`config.mk`:
```
export PLATFORM = sky130hd
export DESIGN_NAME = cag_addr_gen
export DESIGN_NICKNAME = d
export VERILOG_FILES = /design/src/design/cag_pkg.sv /design/src/design/cag_bank_map.sv /design/src/design/cag_addr_gen.sv
export SDC_FILE = /design/constraint.sdc
export NUM_CORES = 1
export LEC_CHECK = 0
export BUFFER_PORTS_ARGS = -buffer_cell sky130_fd_sc_hd__buf_4
export CAP_MARGIN = 15
export CORE_MARGIN = 5
export CORE_UTILIZATION = 35
export CTS_CLUSTER_DIAMETER = 200
export CTS_CLUSTER_SIZE = 14
export DETAILED_ROUTE_END_ITERATION = 16
export HOLD_SLACK_MARGIN = 0.02
export SYNTH_ARGS = -nofsm -noshare
export SYNTH_HDL_FRONTEND = slang
export SYNTH_SLANG_ARGS = --single-unit
```
`constraint.sdc`:
```
create_clock -name sys_clk -period 6.75 [get_ports sys_clk]
set_input_delay 0.3375 -clock sys_clk [delete_from_list [all_inputs] [get_ports sys_clk]]
set_output_delay 0.3375 -clock sys_clk [all_outputs]
set_load 0.03 [all_outputs]
```
`src/design/cag_pkg.sv`:
```
// Shared constants and types for the CPU address generation block.
package cag_pkg;

  // Operand addressing modes accepted on the request port.
  typedef enum logic [3:0] {
    CAG_MODE_DIRECT,
    CAG_MODE_SHORT,
    CAG_MODE_SHORT_WORD,
    CAG_MODE_SFR,
    CAG_MODE_SFR_WORD,
    CAG_MODE_IND_DE,
    CAG_MODE_IND_HL,
    CAG_MODE_BASED,
    CAG_MODE_BASED_IDX_B,
    CAG_MODE_BASED_IDX_C,
    CAG_MODE_STACK,
    CAG_MODE_TABLE
  } cag_mode_type;

  // Implied-accumulator write-back kinds.
  typedef enum logic [2:0] {
    CAG_IMP_MULTIPLY,
    CAG_IMP_DIVIDE,
    CAG_IMP_BCD_ADD,
    CAG_IMP_BCD_SUB,
    CAG_IMP_ROT_LEFT,
    CAG_IMP_ROT_RIGHT
  } cag_imp_type;

  // Register codes, in opcode order.
  localparam logic [2:0] CAG_REG_X = 3'h0;
  localparam logic [2:0] CAG_REG_A = 3'h1;
  localparam logic [2:0] CAG_REG_C = 3'h2;
  localparam logic [2:0] CAG_REG_B = 3'h3;
  localparam logic [2:0] CAG_REG_E = 3'h4;
  localparam logic [2:0] CAG_REG_D = 3'h5;
  localparam logic [2:0] CAG_REG_L = 3'h6;
  localparam logic [2:0] CAG_REG_H = 3'h7;
  localparam logic [1:0] CAG_PAIR_AX = 2'h0;
  localparam logic [1:0] CAG_PAIR_DE = 2'h2;
  localparam logic [1:0] CAG_PAIR_HL = 2'h3;
  localparam int CAG_NUM_BANKS = 4;
  localparam int CAG_NUM_REGS = 8;

  // Address map figures.
  localparam logic [15:0] CAG_TABLE_BASE = 16'h0040;
  localparam logic [7:0] CAG_SHORT_SPLIT = 8'h20;
  localparam logic [6:0] CAG_SHORT_HIGH = 7'h7f;
  localparam logic [7:0] CAG_SFR_HIGH = 8'hff;
  localparam logic [7:0] CAG_SFR_GAP_LO = 8'hd0;
  localparam logic [7:0] CAG_SFR_GAP_HI = 8'hdf;
  localparam logic [15:0] CAG_HRAM_LO = 16'hfb00;
  localparam logic [15:0] CAG_HRAM_HI = 16'hfeff;
  localparam logic [15:0] CAG_WIN_LO = 16'h8000;
  localparam logic [15:0] CAG_WIN_HI = 16'hbfff;
  localparam logic [16:0] CAG_WIN_PHYS_BASE = 17'h08000;
  localparam int CAG_WIN_BITS = 14;

  // Reset values.
  localparam logic [2:0] CAG_BANK_RESET = 3'h0;
  localparam logic [15:0] CAG_PC_RESET = 16'h0000;
  localparam logic [7:0] CAG_REG_RESET = 8'h00;

endpackage

```
`src/design/cag_bank_map.sv`:
```
// Logical to physical ROM address mapping through the banked window.
`timescale 1ns/10ps
module cag_bank_map
  import cag_pkg::*;
(
  // Logical side
  input wire logic [15:0] logical_addr,
  input wire logic [2:0] bank_sel,
  // Physical side
  output logic [16:0] phys_addr,
  output logic in_window
);

  // Only the two low bank bits select a bank; higher codes are prohibited.
  always_comb
  begin
    in_window = (logical_addr >= CAG_WIN_LO) && (logical_addr <= CAG_WIN_HI);
    if (in_window)
    begin
      phys_addr = CAG_WIN_PHYS_BASE +
        {1'b0, bank_sel[1:0], logical_addr[CAG_WIN_BITS-1:0]};
    end
    else
    begin
      phys_addr = {1'b0, logical_addr};
    end
  end

endmodule

```
`src/design/cag_addr_gen.sv`:
```
// Address generation unit: branch targets, operand addresses, ROM banking.
`timescale 1ns/10ps
module cag_addr_gen
  import cag_pkg::*;
(
  // Clock and reset
  input wire logic sys_clk,
  input wire logic reset_n,
  // Register bank flags
  input wire logic reg_bank_sel_lo,
  input wire logic reg_bank_sel_hi,
  // Operand address request
  input wire logic req_valid,
  input wire cag_pkg::cag_mode_type req_mode,
  input wire logic [7:0] req_opcode,
  input wire logic [15:0] req_imm16,
  input wire logic [15:0] stack_pointer,
  // Operand address answer
  output logic addr_valid_q,
  output logic [15:0] addr_q,
  output logic [16:0] addr_phys_q,
  output logic addr_fault_q,
  // Register file access
  input wire logic reg_wr_valid,
  input wire logic [2:0] reg_wr_code,
  input wire logic [7:0] reg_wr_data,
  input wire logic [2:0] reg_rd_code,
  output logic [7:0] reg_rd_data_q,
  // Implied accumulator traffic
  input wire logic imp_wr_valid,
  input wire cag_pkg::cag_imp_type imp_wr_op,
  input wire logic [15:0] imp_wr_data,
  output logic [7:0] acc_byte_q,
  output logic [15:0] acc_word_pair_q,
  // Program counter control
  input wire logic jump_instr,
  input wire logic table_load_valid,
  input wire logic [15:0] table_data,
  input wire logic pc_step_valid,
  input wire logic [2:0] pc_step_len,
  output logic [15:0] program_counter_q,
  output logic [16:0] fetch_phys_q,
  output logic fetch_fault_q,
  // Memory bank select register
  input wire logic bank_wr_valid,
  input wire logic [7:0] bank_wr_data,
  output logic [2:0] bank_q
);

  import cag_pkg::*;

  logic [7:0] regs_q [CAG_NUM_BANKS*CAG_NUM_REGS];
  logic [1:0] rbank;
  logic [15:0] pair_ax;
  logic [15:0] base_pair;
  logic [15:0] second_ptr_pair;
  logic [15:0] addr_d;
  logic fault_d;
  logic [16:0] addr_phys_d;
  logic [16:0] fetch_phys_d;
  logic [15:0] pc_d;
  logic [15:0] fetch_end;
  logic fetch_fault_d;
  logic imp_word;

  // Byte index of a register in the flat register file.
  function automatic int reg_index(input logic [1:0] bnk, input logic [2:0] c);
    reg_index = int'({bnk, c});
  endfunction

  // Reads a register pair: high byte is the odd code, low the even one.
  function automatic logic [15:0] read_pair(input logic [1:0] bnk,
                                            input logic [1:0] p);
    read_pair = {regs_q[reg_index(bnk, {p, 1'b1})],
                 regs_q[reg_index(bnk, {p, 1'b0})]};
  endfunction

  // The two bank flags choose one of four register banks.
  assign rbank = {reg_bank_sel_hi, reg_bank_sel_lo};
  assign pair_ax = read_pair(rbank, CAG_PAIR_AX);
  assign base_pair = read_pair(rbank, CAG_PAIR_HL);
  assign second_ptr_pair = read_pair(rbank, CAG_PAIR_DE);
  assign imp_word = (imp_wr_op == CAG_IMP_MULTIPLY) ||
                    (imp_wr_op == CAG_IMP_DIVIDE);

  // Register file, one flop per byte. An implied write beats a plain write
  // to the same byte, since the accumulator result is the later one.
  for (genvar g = 0; g < CAG_NUM_BANKS*CAG_NUM_REGS; g++)
  begin : g_reg
    localparam logic [1:0] GB = 2'(g / CAG_NUM_REGS);
    localparam logic [2:0] GC = 3'(g % CAG_NUM_REGS);
    always_ff @(posedge sys_clk or negedge reset_n)
    begin
      if (!reset_n)
      begin
        regs_q[g] <= CAG_REG_RESET;
      end
      else if (imp_wr_valid && GB == rbank && GC == CAG_REG_A)
      begin
        regs_q[g] <= imp_word ? imp_wr_data[15:8] : imp_wr_data[7:0];
      end
      else if (imp_wr_valid && imp_word && GB == rbank && GC == CAG_REG_X)
      begin
        regs_q[g] <= imp_wr_data[7:0];
      end
      else if (reg_wr_valid && GB == rbank && GC == reg_wr_code)
      begin
        regs_q[g] <= reg_wr_data;
      end
    end
  end

  // Register and accumulator read-out, one cycle behind the file.
  always_ff @(posedge sys_clk or negedge reset_n)
  begin
    if (!reset_n)
    begin
      reg_rd_data_q <= CAG_REG_RESET;
      acc_byte_q <= CAG_REG_RESET;
      acc_word_pair_q <= {CAG_REG_RESET, CAG_REG_RESET};
    end
    else
    begin
      reg_rd_data_q <= regs_q[reg_index(rbank, reg_rd_code)];
      acc_byte_q <= regs_q[reg_index(rbank, CAG_REG_A)];
      acc_word_pair_q <= pair_ax;
    end
  end

  // Effective address per mode; faults flag forms the hardware refuses.
  always_comb
  begin
    addr_d = req_imm16;
    fault_d = 1'b0;
    unique case (req_mode)
      CAG_MODE_DIRECT: addr_d = req_imm16;
      CAG_MODE_SHORT, CAG_MODE_SHORT_WORD:
      begin
        addr_d = {CAG_SHORT_HIGH, req_imm16[7:0] < CAG_SHORT_SPLIT,
                  req_imm16[7:0]};
        fault_d = (req_mode == CAG_MODE_SHORT_WORD) && req_imm16[0];
      end
      CAG_MODE_SFR, CAG_MODE_SFR_WORD:
      begin
        addr_d = {CAG_SFR_HIGH, req_imm16[7:0]};
        fault_d = (req_imm16[7:0] >= CAG_SFR_GAP_LO &&
                   req_imm16[7:0] <= CAG_SFR_GAP_HI) ||
                  (req_mode == CAG_MODE_SFR_WORD && req_imm16[0]);
      end
      CAG_MODE_IND_DE: addr_d = second_ptr_pair;
      CAG_MODE_IND_HL: addr_d = base_pair;
      CAG_MODE_BASED:
        addr_d = 16'(base_pair + {8'h00, req_imm16[7:0]});
      CAG_MODE_BASED_IDX_B:
        addr_d = 16'(base_pair + {8'h00, regs_q[reg_index(rbank, CAG_REG_B)]});
      CAG_MODE_BASED_IDX_C:
        addr_d = 16'(base_pair + {8'h00, regs_q[reg_index(rbank, CAG_REG_C)]});
      CAG_MODE_STACK:
      begin
        addr_d = stack_pointer;
        fault_d = (stack_pointer < CAG_HRAM_LO) ||
                  (stack_pointer > CAG_HRAM_HI);
      end
      CAG_MODE_TABLE:
        addr_d = CAG_TABLE_BASE | {10'h000, req_opcode[5:1], 1'b0};
      default: fault_d = 1'b1;
    endcase
  end

  // Operand and fetch addresses share one mapper design, two instances.
  cag_bank_map u_op_map (
    .logical_addr(addr_d),
    .bank_sel(bank_q),
    .phys_addr(addr_phys_d),
    .in_window()
  );

  cag_bank_map u_fetch_map (
    .logical_addr(pc_d),
    .bank_sel(bank_q),
    .phys_addr(fetch_phys_d),
    .in_window()
  );

  // Operand answer registers; valid repeats req_valid one cycle later.
  always_ff @(posedge sys_clk or negedge reset_n)
  begin
    if (!reset_n)
    begin
      addr_valid_q <= 1'b0;
      addr_q <= 16'h0000;
      addr_phys_q <= 17'h00000;
      addr_fault_q <= 1'b0;
    end
    else
    begin
      addr_valid_q <= req_valid;
      addr_fault_q <= req_valid && fault_d;
      if (req_valid)
      begin
        addr_q <= addr_d;
        addr_phys_q <= addr_phys_d;
      end
    end
  end

  // Next program counter: jump over table load over sequential step.
  always_comb
  begin
    fetch_end = 16'(program_counter_q + {13'h0000, pc_step_len} - 16'h0001);
    fetch_fault_d = 1'b0;
    if (jump_instr)
    begin
      pc_d = pair_ax;
    end
    else if (table_load_valid)
    begin
      pc_d = table_data;
    end
    else if (pc_step_valid)
    begin
      pc_d = 16'(program_counter_q + {13'h0000, pc_step_len});
      // A fetch that runs from the common area into the window is only
      // safe while bank 0 is in place; otherwise the bytes would mix.
      fetch_fault_d = (program_counter_q < CAG_WIN_LO) &&
                      (fetch_end >= CAG_WIN_LO) &&
                      (bank_q != CAG_BANK_RESET);
    end
    else
    begin
      pc_d = program_counter_q;
    end
  end

  // Program counter and fetch address.
  always_ff @(posedge sys_clk or negedge reset_n)
  begin
    if (!reset_n)
    begin
      program_counter_q <= CAG_PC_RESET;
      fetch_phys_q <= {1'b0, CAG_PC_RESET};
      fetch_fault_q <= 1'b0;
    end
    else
    begin
      program_counter_q <= pc_d;
      fetch_phys_q <= fetch_phys_d;
      fetch_fault_q <= fetch_fault_d;
    end
  end

  // Bank select; only three bits exist, the rest read as zero. Software
  // is trusted to write codes 0 to 3 from the common area.
  always_ff @(posedge sys_clk or negedge reset_n)
  begin
    if (!reset_n)
    begin
      bank_q <= CAG_BANK_RESET;
    end
    else if (bank_wr_valid)
    begin
      bank_q <= bank_wr_data[2:0];
    end
  end

  property p_table;
    @(posedge sys_clk) disable iff (!reset_n)
    req_valid && req_mode == CAG_MODE_TABLE |=>
      addr_q >= 16'h0040 && addr_q <= 16'h007e && !addr_q[0];
  endproperty
  a_table: assert property (p_table) else $error("table address out of range");

  property p_jump;
    @(posedge sys_clk) disable iff (!reset_n)
    jump_instr |=> program_counter_q == $past(pair_ax);
  endproperty
  a_jump: assert property (p_jump) else $error("jump did not load pair");

  property p_mul;
    @(posedge sys_clk) disable iff (!reset_n)
    imp_wr_valid && imp_wr_op == CAG_IMP_MULTIPLY ##1 $stable(rbank)
      |-> pair_ax == $past(imp_wr_data);
  endproperty
  a_mul: assert property (p_mul) else $error("product not in pair");

  property p_adj;
    @(posedge sys_clk) disable iff (!reset_n)
    imp_wr_valid && imp_wr_op == CAG_IMP_BCD_ADD ##1 $stable(rbank)
      |-> pair_ax == {$past(imp_wr_data[7:0]), $past(pair_ax[7:0])};
  endproperty
  a_adj: assert property (p_adj) else $error("adjust touched wrong byte");

  property p_short;
    @(posedge sys_clk) disable iff (!reset_n)
    req_valid && req_mode == CAG_MODE_SHORT |=>
      addr_q[8] == ($past(req_imm16[7:0]) < 8'h20) &&
      addr_q >= 16'hfe20 && addr_q <= 16'hff1f;
  endproperty
  a_short: assert property (p_short) else $error("short address wrong");

  property p_based;
    @(posedge sys_clk) disable iff (!reset_n)
    req_valid && req_mode == CAG_MODE_BASED |=>
      addr_q == 16'($past(base_pair) + {8'h00, $past(req_imm16[7:0])});
  endproperty
  a_based: assert property (p_based) else $error("based sum wrong");

  property p_stack;
    @(posedge sys_clk) disable iff (!reset_n)
    req_valid && req_mode == CAG_MODE_STACK |=>
      addr_fault_q == ($past(stack_pointer) < 16'hfb00 ||
                       $past(stack_pointer) > 16'hfeff);
  endproperty
  a_stack: assert property (p_stack) else $error("stack fault wrong");

  property p_window;
    @(posedge sys_clk) disable iff (!reset_n)
    addr_valid_q && addr_q[15:14] == 2'b10 |->
      addr_phys_q == 17'h08000 + {1'b0, $past(bank_q[1:0]), addr_q[13:0]};
  endproperty
  a_window: assert property (p_window) else $error("bank map wrong");

  property p_fetch;
    @(posedge sys_clk) disable iff (!reset_n)
    fetch_fault_q |-> $past(bank_q) != 3'h0 &&
      $past(program_counter_q) < 16'h8000 && program_counter_q > 16'h8000;
  endproperty
  a_fetch: assert property (p_fetch) else $error("false fetch fault");

  c_window: cover property (@(posedge sys_clk) disable iff (!reset_n)
    addr_valid_q && addr_q[15:14] == 2'b10 && bank_q == 3'h3);
  c_fetch: cover property (@(posedge sys_clk) disable iff (!reset_n)
    fetch_fault_q);
  c_sfr_gap: cover property (@(posedge sys_clk) disable iff (!reset_n)
    addr_fault_q && addr_q[15:8] == 8'hff);

endmodule

```
Word level (Yosys, flattened, before mapping)
Index checks and enable logic that the tools add are counted.
Storage, ports and cells
  bits of input ports: 115
  output and inout port bits: 104
  register bits after elaboration: 360
Operators by class
  reductions and logical operators: 72
  mux-type cells: 54
  bitwise operators: 9
  $add $sub $neg: 7
  eq/ne operators: 22
  order comparisons: 20
Operators with widths (number)
  binary-select mux 8 bit (select 5 bit): 9
  >= comparator 32 x 6 -> 1 bit (second input constant): 9
  inverter 5 -> 32 bit: 9
  2-to-1 mux 8 bit: 35
  case mux 16 bit (9 select lines): 1
  logical AND 1 bit: 53
  adder 16 x 8 -> 16 bit: 3
  >= comparator 16 bit (second input constant): 3
  2-to-1 mux 16 bit: 3
  adder 16 x 16 -> 17 bit (first input constant): 2
  2-to-1 mux 17 bit: 2
  less-or-equal comparator 16 bit (second input constant): 2
  less-than comparator 16 bit (second input constant): 2
  adder 16 x 3 -> 16 bit: 1
  equality test 4 x 3 -> 1 bit (second input constant): 4
  equality test 4 bit (second input constant): 4
  greater-than comparator 16 bit (second input constant): 1
  nonzero test 2 bit: 8
  subtractor 16 x 1 -> 16 bit (second input constant): 1
  equality test 3 bit (first input constant): 4
  equality test 4 x 2 -> 1 bit (second input constant): 2
  >= comparator 8 bit (second input constant): 1
  less-or-equal comparator 8 bit (second input constant): 1
  less-than comparator 8 x 6 -> 1 bit (second input constant): 1
  15 further kinds: 23

Depth between registers and ports, before layout
Gate-level depths: netlist of the first run.
  depth in word-level cells: 9
  gate-level depth with buffers: 18

By module
From an unflattened synthesis of the first run, not the netlist that was laid out.
Second synthesis, totals
  cell total of the unflattened synthesis: 1520
  area total of the unflattened synthesis: 19567.5 um^2
By module, submodules not included
  cag_addr_gen: seq. area each 8808.4 um^2, cells each 1480, times used 1, area each 19279.7 um^2
  cag_bank_map: seq. area each 0.0 um^2, cells each 20, times used 2, area each 143.9 um^2

Worst setup path after synthesis of the first run
No wires, ideal clock.
  path type: input to register
  start point: input port reg_bank_sel_hi
  end point: register addr_phys_q[16]
  setup slack: 2.960 ns
  stages on the path: 16
  arrival time: 3.670 ns
  data required time: 6.630 ns
  library setup time: 0.120 ns
  cells stage by stage: buf_4 > buf_2 > clkbuf_1 > buf_1 > mux4_2 > mux2i_1 > a21oi_1 > ha_1 > a2111oi_0 > inv_1 > o21ai_0 > nor2_1 > o32ai_1 > a31o_2 > nor2b_2 > a31o_2
Between the ends
  longest elaborated chain between the ends: 9
  elaborated cells on any way between the ends: 33
RTL lines
  from (decl): RTL line cag_addr_gen.sv:11  | input wire logic reg_bank_sel_hi,
  inverter 5 -> 32 bit (on tied branches)
  binary-select mux 8 bit (select 5 bit) (on tied branches)
  2-to-1 mux 8 bit (on tied branches) (2 in series)
  adder 16 x 8 -> 16 bit (on tied branches): RTL line cag_addr_gen.sv:157, cag_addr_gen.sv:153, cag_addr_gen.sv:155
  case mux 16 bit (9 select lines) *: RTL line cag_addr_gen.sv:135  | unique case (req_mode)
  >= comparator 16 bit or less-or-equal comparator 16 bit (tied branches): RTL line cag_bank_map.sv:17  | in_window = (logical_addr >= CAG_WIN_LO) && (logical_addr <= CAG_WIN_HI);
  logical AND 1 bit: RTL line cag_bank_map.sv:17
  2-to-1 mux 17 bit *: RTL line cag_bank_map.sv:18  | if (in_window)
  to (signal assigned): RTL line cag_addr_gen.sv:202  | addr_phys_q <= addr_phys_d;
  to (decl): RTL line cag_addr_gen.sv:21  | output logic [16:0] addr_phys_q,
Every way passes the cells marked *; elsewhere a longest branch is shown, timed or not. The select of a mux whose other input is x is not followed.
A chain may end at the register's enable or synchronous reset.

Worst setup path after layout of the first run
  start point: input port reg_bank_sel_lo
  end point: register addr_phys_q[16]
Between the ends
  longest elaborated chain between the ends: 9
  elaborated cells on any way between the ends: 33
RTL lines
  from (decl): RTL line cag_addr_gen.sv:10  | input wire logic reg_bank_sel_lo,
  inverter 5 -> 32 bit (on tied branches)
  binary-select mux 8 bit (select 5 bit) (on tied branches)
  2-to-1 mux 8 bit (on tied branches) (2 in series)
  adder 16 x 8 -> 16 bit (on tied branches): RTL line cag_addr_gen.sv:157, cag_addr_gen.sv:153, cag_addr_gen.sv:155
  case mux 16 bit (9 select lines) *: RTL line cag_addr_gen.sv:135
  >= comparator 16 bit or less-or-equal comparator 16 bit (tied branches): RTL line cag_bank_map.sv:17
  logical AND 1 bit: RTL line cag_bank_map.sv:17
  2-to-1 mux 17 bit *: RTL line cag_bank_map.sv:18
Marks and branches as above.

==> flow_summary.yaml, run 1 <==
place:
  gp_congestion: 0.878
  port_buffers: 209
  dp.final_hpwl_mm: 39.8
  placedCellCount: 2248
sta:
  hold_viol_final: 0
  min_period_ns: 4.11
  maxSlewViolCount: 0
  finalCritPeriodShare: 0.609
  skew_ns: 0.0211
  worst_pin_slew_ns: 1.05
  report.final.setup_viol: 0
  tns_ns: 0
  slew_headroom: 0.300
  max_clock_freq_mhz: 243
  rsz0062_at_grt: "false"
grt:
  use_met1: 0.259
  gr-max-usage-layer: "met2"
  met2_usage: 0.329
  grt_usage: 0.193
  gr-usage-met3: 0.0217
  grt_pass1_vias: 13500
  antenna_found_initial: 0
  grt_max_degree: 141
  grt_first_pass_wirelength_mm: 85.7
  grt-ovfl-total: 0
floorplanning:
  coreArea_um2: 52400
  start_util: 0.353
  die_area_um2: 57600
  die_y_um: 240
  rows: 84
  fp.dieW_um: 240
  ios: 219
detailed_routing:
  antenna_left: 0
  drc: 0
  wl_per_cell_um: 24.7
  drt_iter0_markers: 1192
  wl_mm: 56.6
  drt_first_pass_iters: 5
  num_vias: 13200
  via_per_inst: 5.75
yosys:
  synth_top_area_frac: 0.438
  synth-seq-cells: 324
  synth-simple-area-share: 0.0718
  synth_mux_area_frac: 0.352
  ys_seq_area_frac: 0.438
  synth-xor-area-share: 0.0118
  yosysWarnings: 0
  synth_compound_area_frac: 0.0732
  synth.area.top_cells: "dfrtp_1, mux4_2, mux2_2"
  synth_common_cells: "dfrtp_1, mux2_2, mux4_2"
  async_flop_share: 1.00
  synthFlopType: "dfrtp_1"
  ys_types: 67
  synth_most_common_cell: "dfrtp_1"
  yosysTopAreaCell: "dfrtp_1"
  syn_avg_cell_area_um2: 12.6
  synth_top_family_by_area: "multiplexers"
  synthCells: 1474
  synth_fp_nets: 1602
  netlist_area_um2: 18500
  synth-edff-count: 0
  synth_fa_ha_area_frac: 0.00960
worst_hold_path:
  min_path_type: "input pin to register"
cts:
  clock_sinks: 324
  cts-root-buf: "clkbuf_16"
  insertion_delay_ns: 0.57
  ctsResizeCount: 0
  numCtsBuffers: 27
  htreeDepth: 1
  clock_path_buffers: 3
  cts_tree: "done"
  clkTransAtPathRegs_ns: 0.07
flow_run:
  cap_violations: 0
finish:
  area_delta_synth_final_pct: 14.5
  stdcell_count: 2289
  drive_above_1_share: 0.417
  fillers: 4879
  diodes: 0
  nNetsFinal: 1729
pwr:
  peakVddDrop_uv: 181
  p_leak_nw: 9.17
  power.density_nw_per_um2: 277
  finalPower_mw: 5.86
critical_path:
  r2r_setup_slack_ns: 2.91
  worstPathArrival_ns: 4.56
  crit_required_ns: 7.20
  critPathLaunchType: "input pin"
  crit_type: "input pin to register"
  end_kind: "register"
  critPathMaxFanout: 33
status:
  status: "complete, no violations"
==> per-layer routing <==
metal / part of all wire / routed length [µm]
met1: 0.40 / 22900
met2: 0.50 / 28600
met3: 0.057 / 3210
met4: 0.034 / 1920
met5: 0 / 0
==> cell type report <==
class | count | area, µm² | area share
Inverter | 26 | 97.6 | 0.00461
Clock buffer | 27 | 676 | 0.0319
Tap cell | 688 | 861 | 0.0406
Sequential cell | 324 | 8110 | 0.383
Multi-Input combinational cell | 988 | 9600 | 0.453
Clock inverter | 2 | 25.0 | 0.00118
Timing Repair Buffer | 234 | 1820 | 0.0859
==> worst max-delay path, cell delays in order <==
cell and delay [ns]:
buf_4 0.51, buf_4 0.42, mux4_2 0.54, mux2i_1 0.41, a21oi_1 0.14, ha_1 0.25, inv_1 0.08, fa_1 0.25
nor2b_1 0.08, o31a_1 0.32, o21ai_0 0.36, nor2_1 0.12, o32ai_1 0.25, a31o_2 0.18, nor2b_2 0.05, a31o_2 0.22
==> registers in the layout, summed over array words and instances, names as in the netlist, 3 cells and up <==
name,flops
regs_q,256
addr_phys_q,17
program_counter_q,16
acc_byte_q,8
acc_word_pair_q,8
reg_rd_data_q,8
bank_q,3
fetch_phys_q,3
==> cells in the final DEF, fill, tap and decap left out, types with 4 or more instances in the layout <==
master,Yosys,final
buf_4,41,219
o211ai_1,5,5
clkbuf_16,0,27
nand3_1,13,13
inv_1,26,26
a21oi_1,58,58
nor2b_1,10,10
xnor2_1,13,13
dfrtp_1,324,324
o22ai_1,4,4
a31oi_1,5,5
nand3b_1,7,7
o2111ai_1,4,4
and2_1,5,5
a221oi_1,7,7
a22oi_1,5,5
nor3b_1,5,4
mux4_2,144,144
and3_1,5,5
nand2_1,120,120
dlygate4sd3_1,0,12
o221ai_1,5,5
o21a_1,5,5
nand2b_1,8,8
a221o_1,4,4
nor2_2,17,17
mux2i_1,59,59
nor3_1,14,14
nor2_1,69,69
xor2_1,12,12
mux2_2,238,238
o21ai_0,96,96
ha_1,11,11
==> path summary, 6_finish.rpt <==
check,startpoint,end,cells past startpoint
max reg2reg,regs_q[175],addr_phys_q[16],12
max,reg_bank_sel_lo,addr_phys_q[16],16
min,req_imm16[9],addr_phys_q[9],3
min reg2reg,addr_q[14],addr_q[14],1
max in group asynchronous,reset_n,regs_q[24],3
min in group asynchronous,reset_n,regs_q[141],2
==> cells by family (layout without fill, tap and decap cells) <==
group / count (synthesis) / in the layout
multiplexers: 441 / 441
flip-flops: 324 / 324
buffers and inverters: 162 / 289
adder cells (fa/ha/maj): 13 / 13
XOR/XNOR: 25 / 25
AND/OR/NAND/NOR: 287 / 287
AO/OA/AOI/OAI: 222 / 222
==> what timing repair did <==
item,4_1_cts,5_1_grt
hold buffers,12,0
hold endpoints to repair,133,0
buffers inserted,0,0
setup endpoints to repair,0,0
==> where the power goes <==
group | switching (mW) | total [mW] | internal, mW
registers | 0.338 | 2.66 | 2.32
logic | 0.897 | 1.78 | 0.881
clock network | 0.716 | 1.43 | 0.710
==> metrics by stage <==
step | setup slack (ns) | utilization | instance area, µm² | hold slack, ns
2_1_floorplan | 2.96 | - | 18500 | 0.0419
3_3_place_gp | 2.15 | 0.388 | 20400 | 0.458
3_5_place_dp | 2.07 | 0.388 | 20400 | 0.466
4_1_cts | 2.66 | 0.404 | 21200 | 0.0269
5_1_grt | 2.43 | 0.404 | 21200 | 0.0478
6_report | 2.64 | 0.404 | 21200 | 0.0451
(Power assumes the default switching activity.)
==> run 2: changes to the inputs <==
clock period = 3.7 ns   (was 6.75 ns; I/O delays follow)
==> run 2 against run 1 <==
Against the previous run: design area rose by 4.0%; setup slack got worse by 2.4 ns; largest power group unchanged; global-route usage is 0.073 points higher; utilization rose by 1.6 points; critical endpoint unchanged; via count is 0.64% higher; power increased by 84%; wire length up 0.57%; sequential cell count did not move.
==> flow_summary.yaml, run 2 (synthesis results as in run 1) <==
status:
  status: "complete, no violations"
pwr:
  clkPwrFrac: 0.237
  p_int_mw: 7.27
  peakVddDrop_uv: 337
  combPwrFrac: 0.313
  p_seq_frac: 0.451
  swShare: 0.329
  p_leak_nw: 9.60
  power.density_nw_per_um2: 491
  p_switching_mw: 3.55
critical_path:
  critPathSlowestCell: "mux4_2"
  path_cells: "mux4_2 > mux2i_1 > buf_4 > a21oi_1 > ha_1 > a2111oi_0 > buf_4 > inv_1 > o21ai_0 > buf_4 > nor2_1 > o32ai_1 > a31o_2 > nor2b_2 > a31o_2"
  crit_type: "register to register"
  critPathMostFrequentCell: "buf_4"
  startpoint: "regs_q[239]"
  r2r_start: "regs_q[239]"
  slowest_delay_ns: 0.46
  critPathMaxFanout: 3
  worstPathArrival_ns: 3.86
  crit_required_ns: 4.15
  end_kind: "register"
  path_buf_inv: 4
  critical-path-top-delay-family: "compound AO/OA/AOI/OAI gates"
  critPathLaunchType: "register"
floorplanning:
  die_y_um: 240
  ios: 219
  rows: 84
  coreArea_um2: 52400
  fp.dieW_um: 240
  start_util: 0.353
  die_area_um2: 57600
finish:
  final_cell_area_um2: 22000
  drive_above_1_share: 0.418
  area_delta_synth_final_pct: 19.1
  utilization: 0.420
  diodes: 0
  largest_register: "regs_q"
  stdcell_count: 2380
  largest_register_ffs: 256
  reg.largest.list: "regs_q (256), addr_phys_q (17), program_counter_q (16)"
  layout_commonest_cell: "dfrtp_1"
  final_cell_mix: "dfrtp_1, buf_4, mux2_2"
  nNetsFinal: 1820
cts:
  cts_tree: "done"
  clock_sinks: 324
  insertion_delay_ns: 0.56
  clock_path_buffers: 3
  numCtsBuffers: 27
  clkTransAtPathRegs_ns: 0.07
  cts-root-buf: "clkbuf_16"
  htreeDepth: 1
  ctsResizeCount: 0
place:
  dp.final_hpwl_mm: 41.4
  gp_congestion: 0.908
  placedCellCount: 2288
  port_buffers: 209
  dp_slack_ns: 0.0932
  placed_area_um2: 20700
detailed_routing:
  drc: 0
  wl_mm: 56.9
  drt_first_pass_iters: 5
  wl_per_cell_um: 23.9
  drt_iter0_markers: 954
  antenna_left: 0
  via_per_inst: 5.57
  num_vias: 13200
sta:
  skew_ns: 0.0153
  hold_viol_final: 0
  maxSlewViolCount: 0
  setup_slack_ns: 0.287
  report.final.setup_viol: 0
  rsz0062_at_grt: "false"
  tns_ns: 0
  min_period_ns: 3.41
  max_clock_freq_mhz: 293
  worst_pin_slew_ns: 0.954
  slew_headroom: 0.364
  finalCritPeriodShare: 0.922
flow_run:
  cap_violations: 0
grt:
  grt_first_pass_wirelength_mm: 86.1
  grt_usage: 0.194
  antenna_found_initial: 0
  grt_max_degree: 112
  grt-ovfl-total: 0
  grt_pass1_vias: 13800
worst_hold_path:
  worstHoldStart: "imp_wr_data[9]"
  min_path_type: "input pin to register"
## run 2: worst reg2reg max path, cell delays in order (launching register included)
cell	delay, ns
dfrtp_1	0.40
mux4_2	0.46
mux2i_1	0.22
buf_4	0.18
a21oi_1	0.07
ha_1	0.32
a2111oi_0	0.44
buf_4	0.19
inv_1	0.03
o21ai_0	0.14
buf_4	0.15
nor2_1	0.05
o32ai_1	0.21
a31o_2	0.18
nor2b_2	0.05
a31o_2	0.22
## run 2: power groups by stage
stage / Clock, mW / Sequential (mW) / Combinational, mW
2_1_floorplan: 0 / 4.92 / 2.05
3_3_place_gp: 0 / 4.90 / 3.25
3_5_place_dp: 0 / 4.93 / 3.31
4_1_cts: 2.64 / 4.87 / 3.40
5_1_grt: 2.76 / 4.95 / 3.63
6_report: 2.56 / 4.88 / 3.38
## run 2: metrics by stage
stage	total power [mW]	hold WS, ns
final	10.8	0.0332
after global routing	11.3	0.0525
after CTS	10.9	0.0204
after detailed placement	8.24	0.0486
after global placement	8.16	0.0517
after floorplan	6.97	-0.111
## run 2: metal layers
| metal | part of all wire | global-route usage | routed length (µm) | vias up |
|---|---|---|---|---|
| met5 | 0 | 0 | 0 | - |
| met4 | 0.030 | 0.0550 | 1710 | 0 |
| met3 | 0.051 | 0.0227 | 2880 | 94 |
| met2 | 0.52 | 0.343 | 29300 | 406 |
| met1 | 0.40 | 0.252 | 23000 | 6863 |
| li1 | - | - | - | 5882 |
## run 2: path summary, 6_finish.rpt
path,end,slack [ns],cells past startpoint
max in group asynchronous,regs_q[82],2.70,3
worst min-delay path,regs_q[49],0.03,3
worst max-delay path,addr_phys_q[16],0.29,15
min in group asynchronous,addr_phys_q[16],0.07,2
worst min register to register,regs_q[111],0.53,1
worst max register to register,addr_phys_q[16],0.29,15
## run 2: final cells by class
class / count / area (µm²)
fill: 4857 / 30400
multi-input combinational: 988 / 9600
sequential: 324 / 8110
timing repair buffer: 325 / 2670
tap: 688 / 861
clock buffer: 27 / 676
inverter: 26 / 97.6
clock inverter: 2 / 25.0
## run 2: timing repair
action                    CTS  global route
buffers inserted            0             0
hold endpoints to repair  389             0
hold buffers               63             0
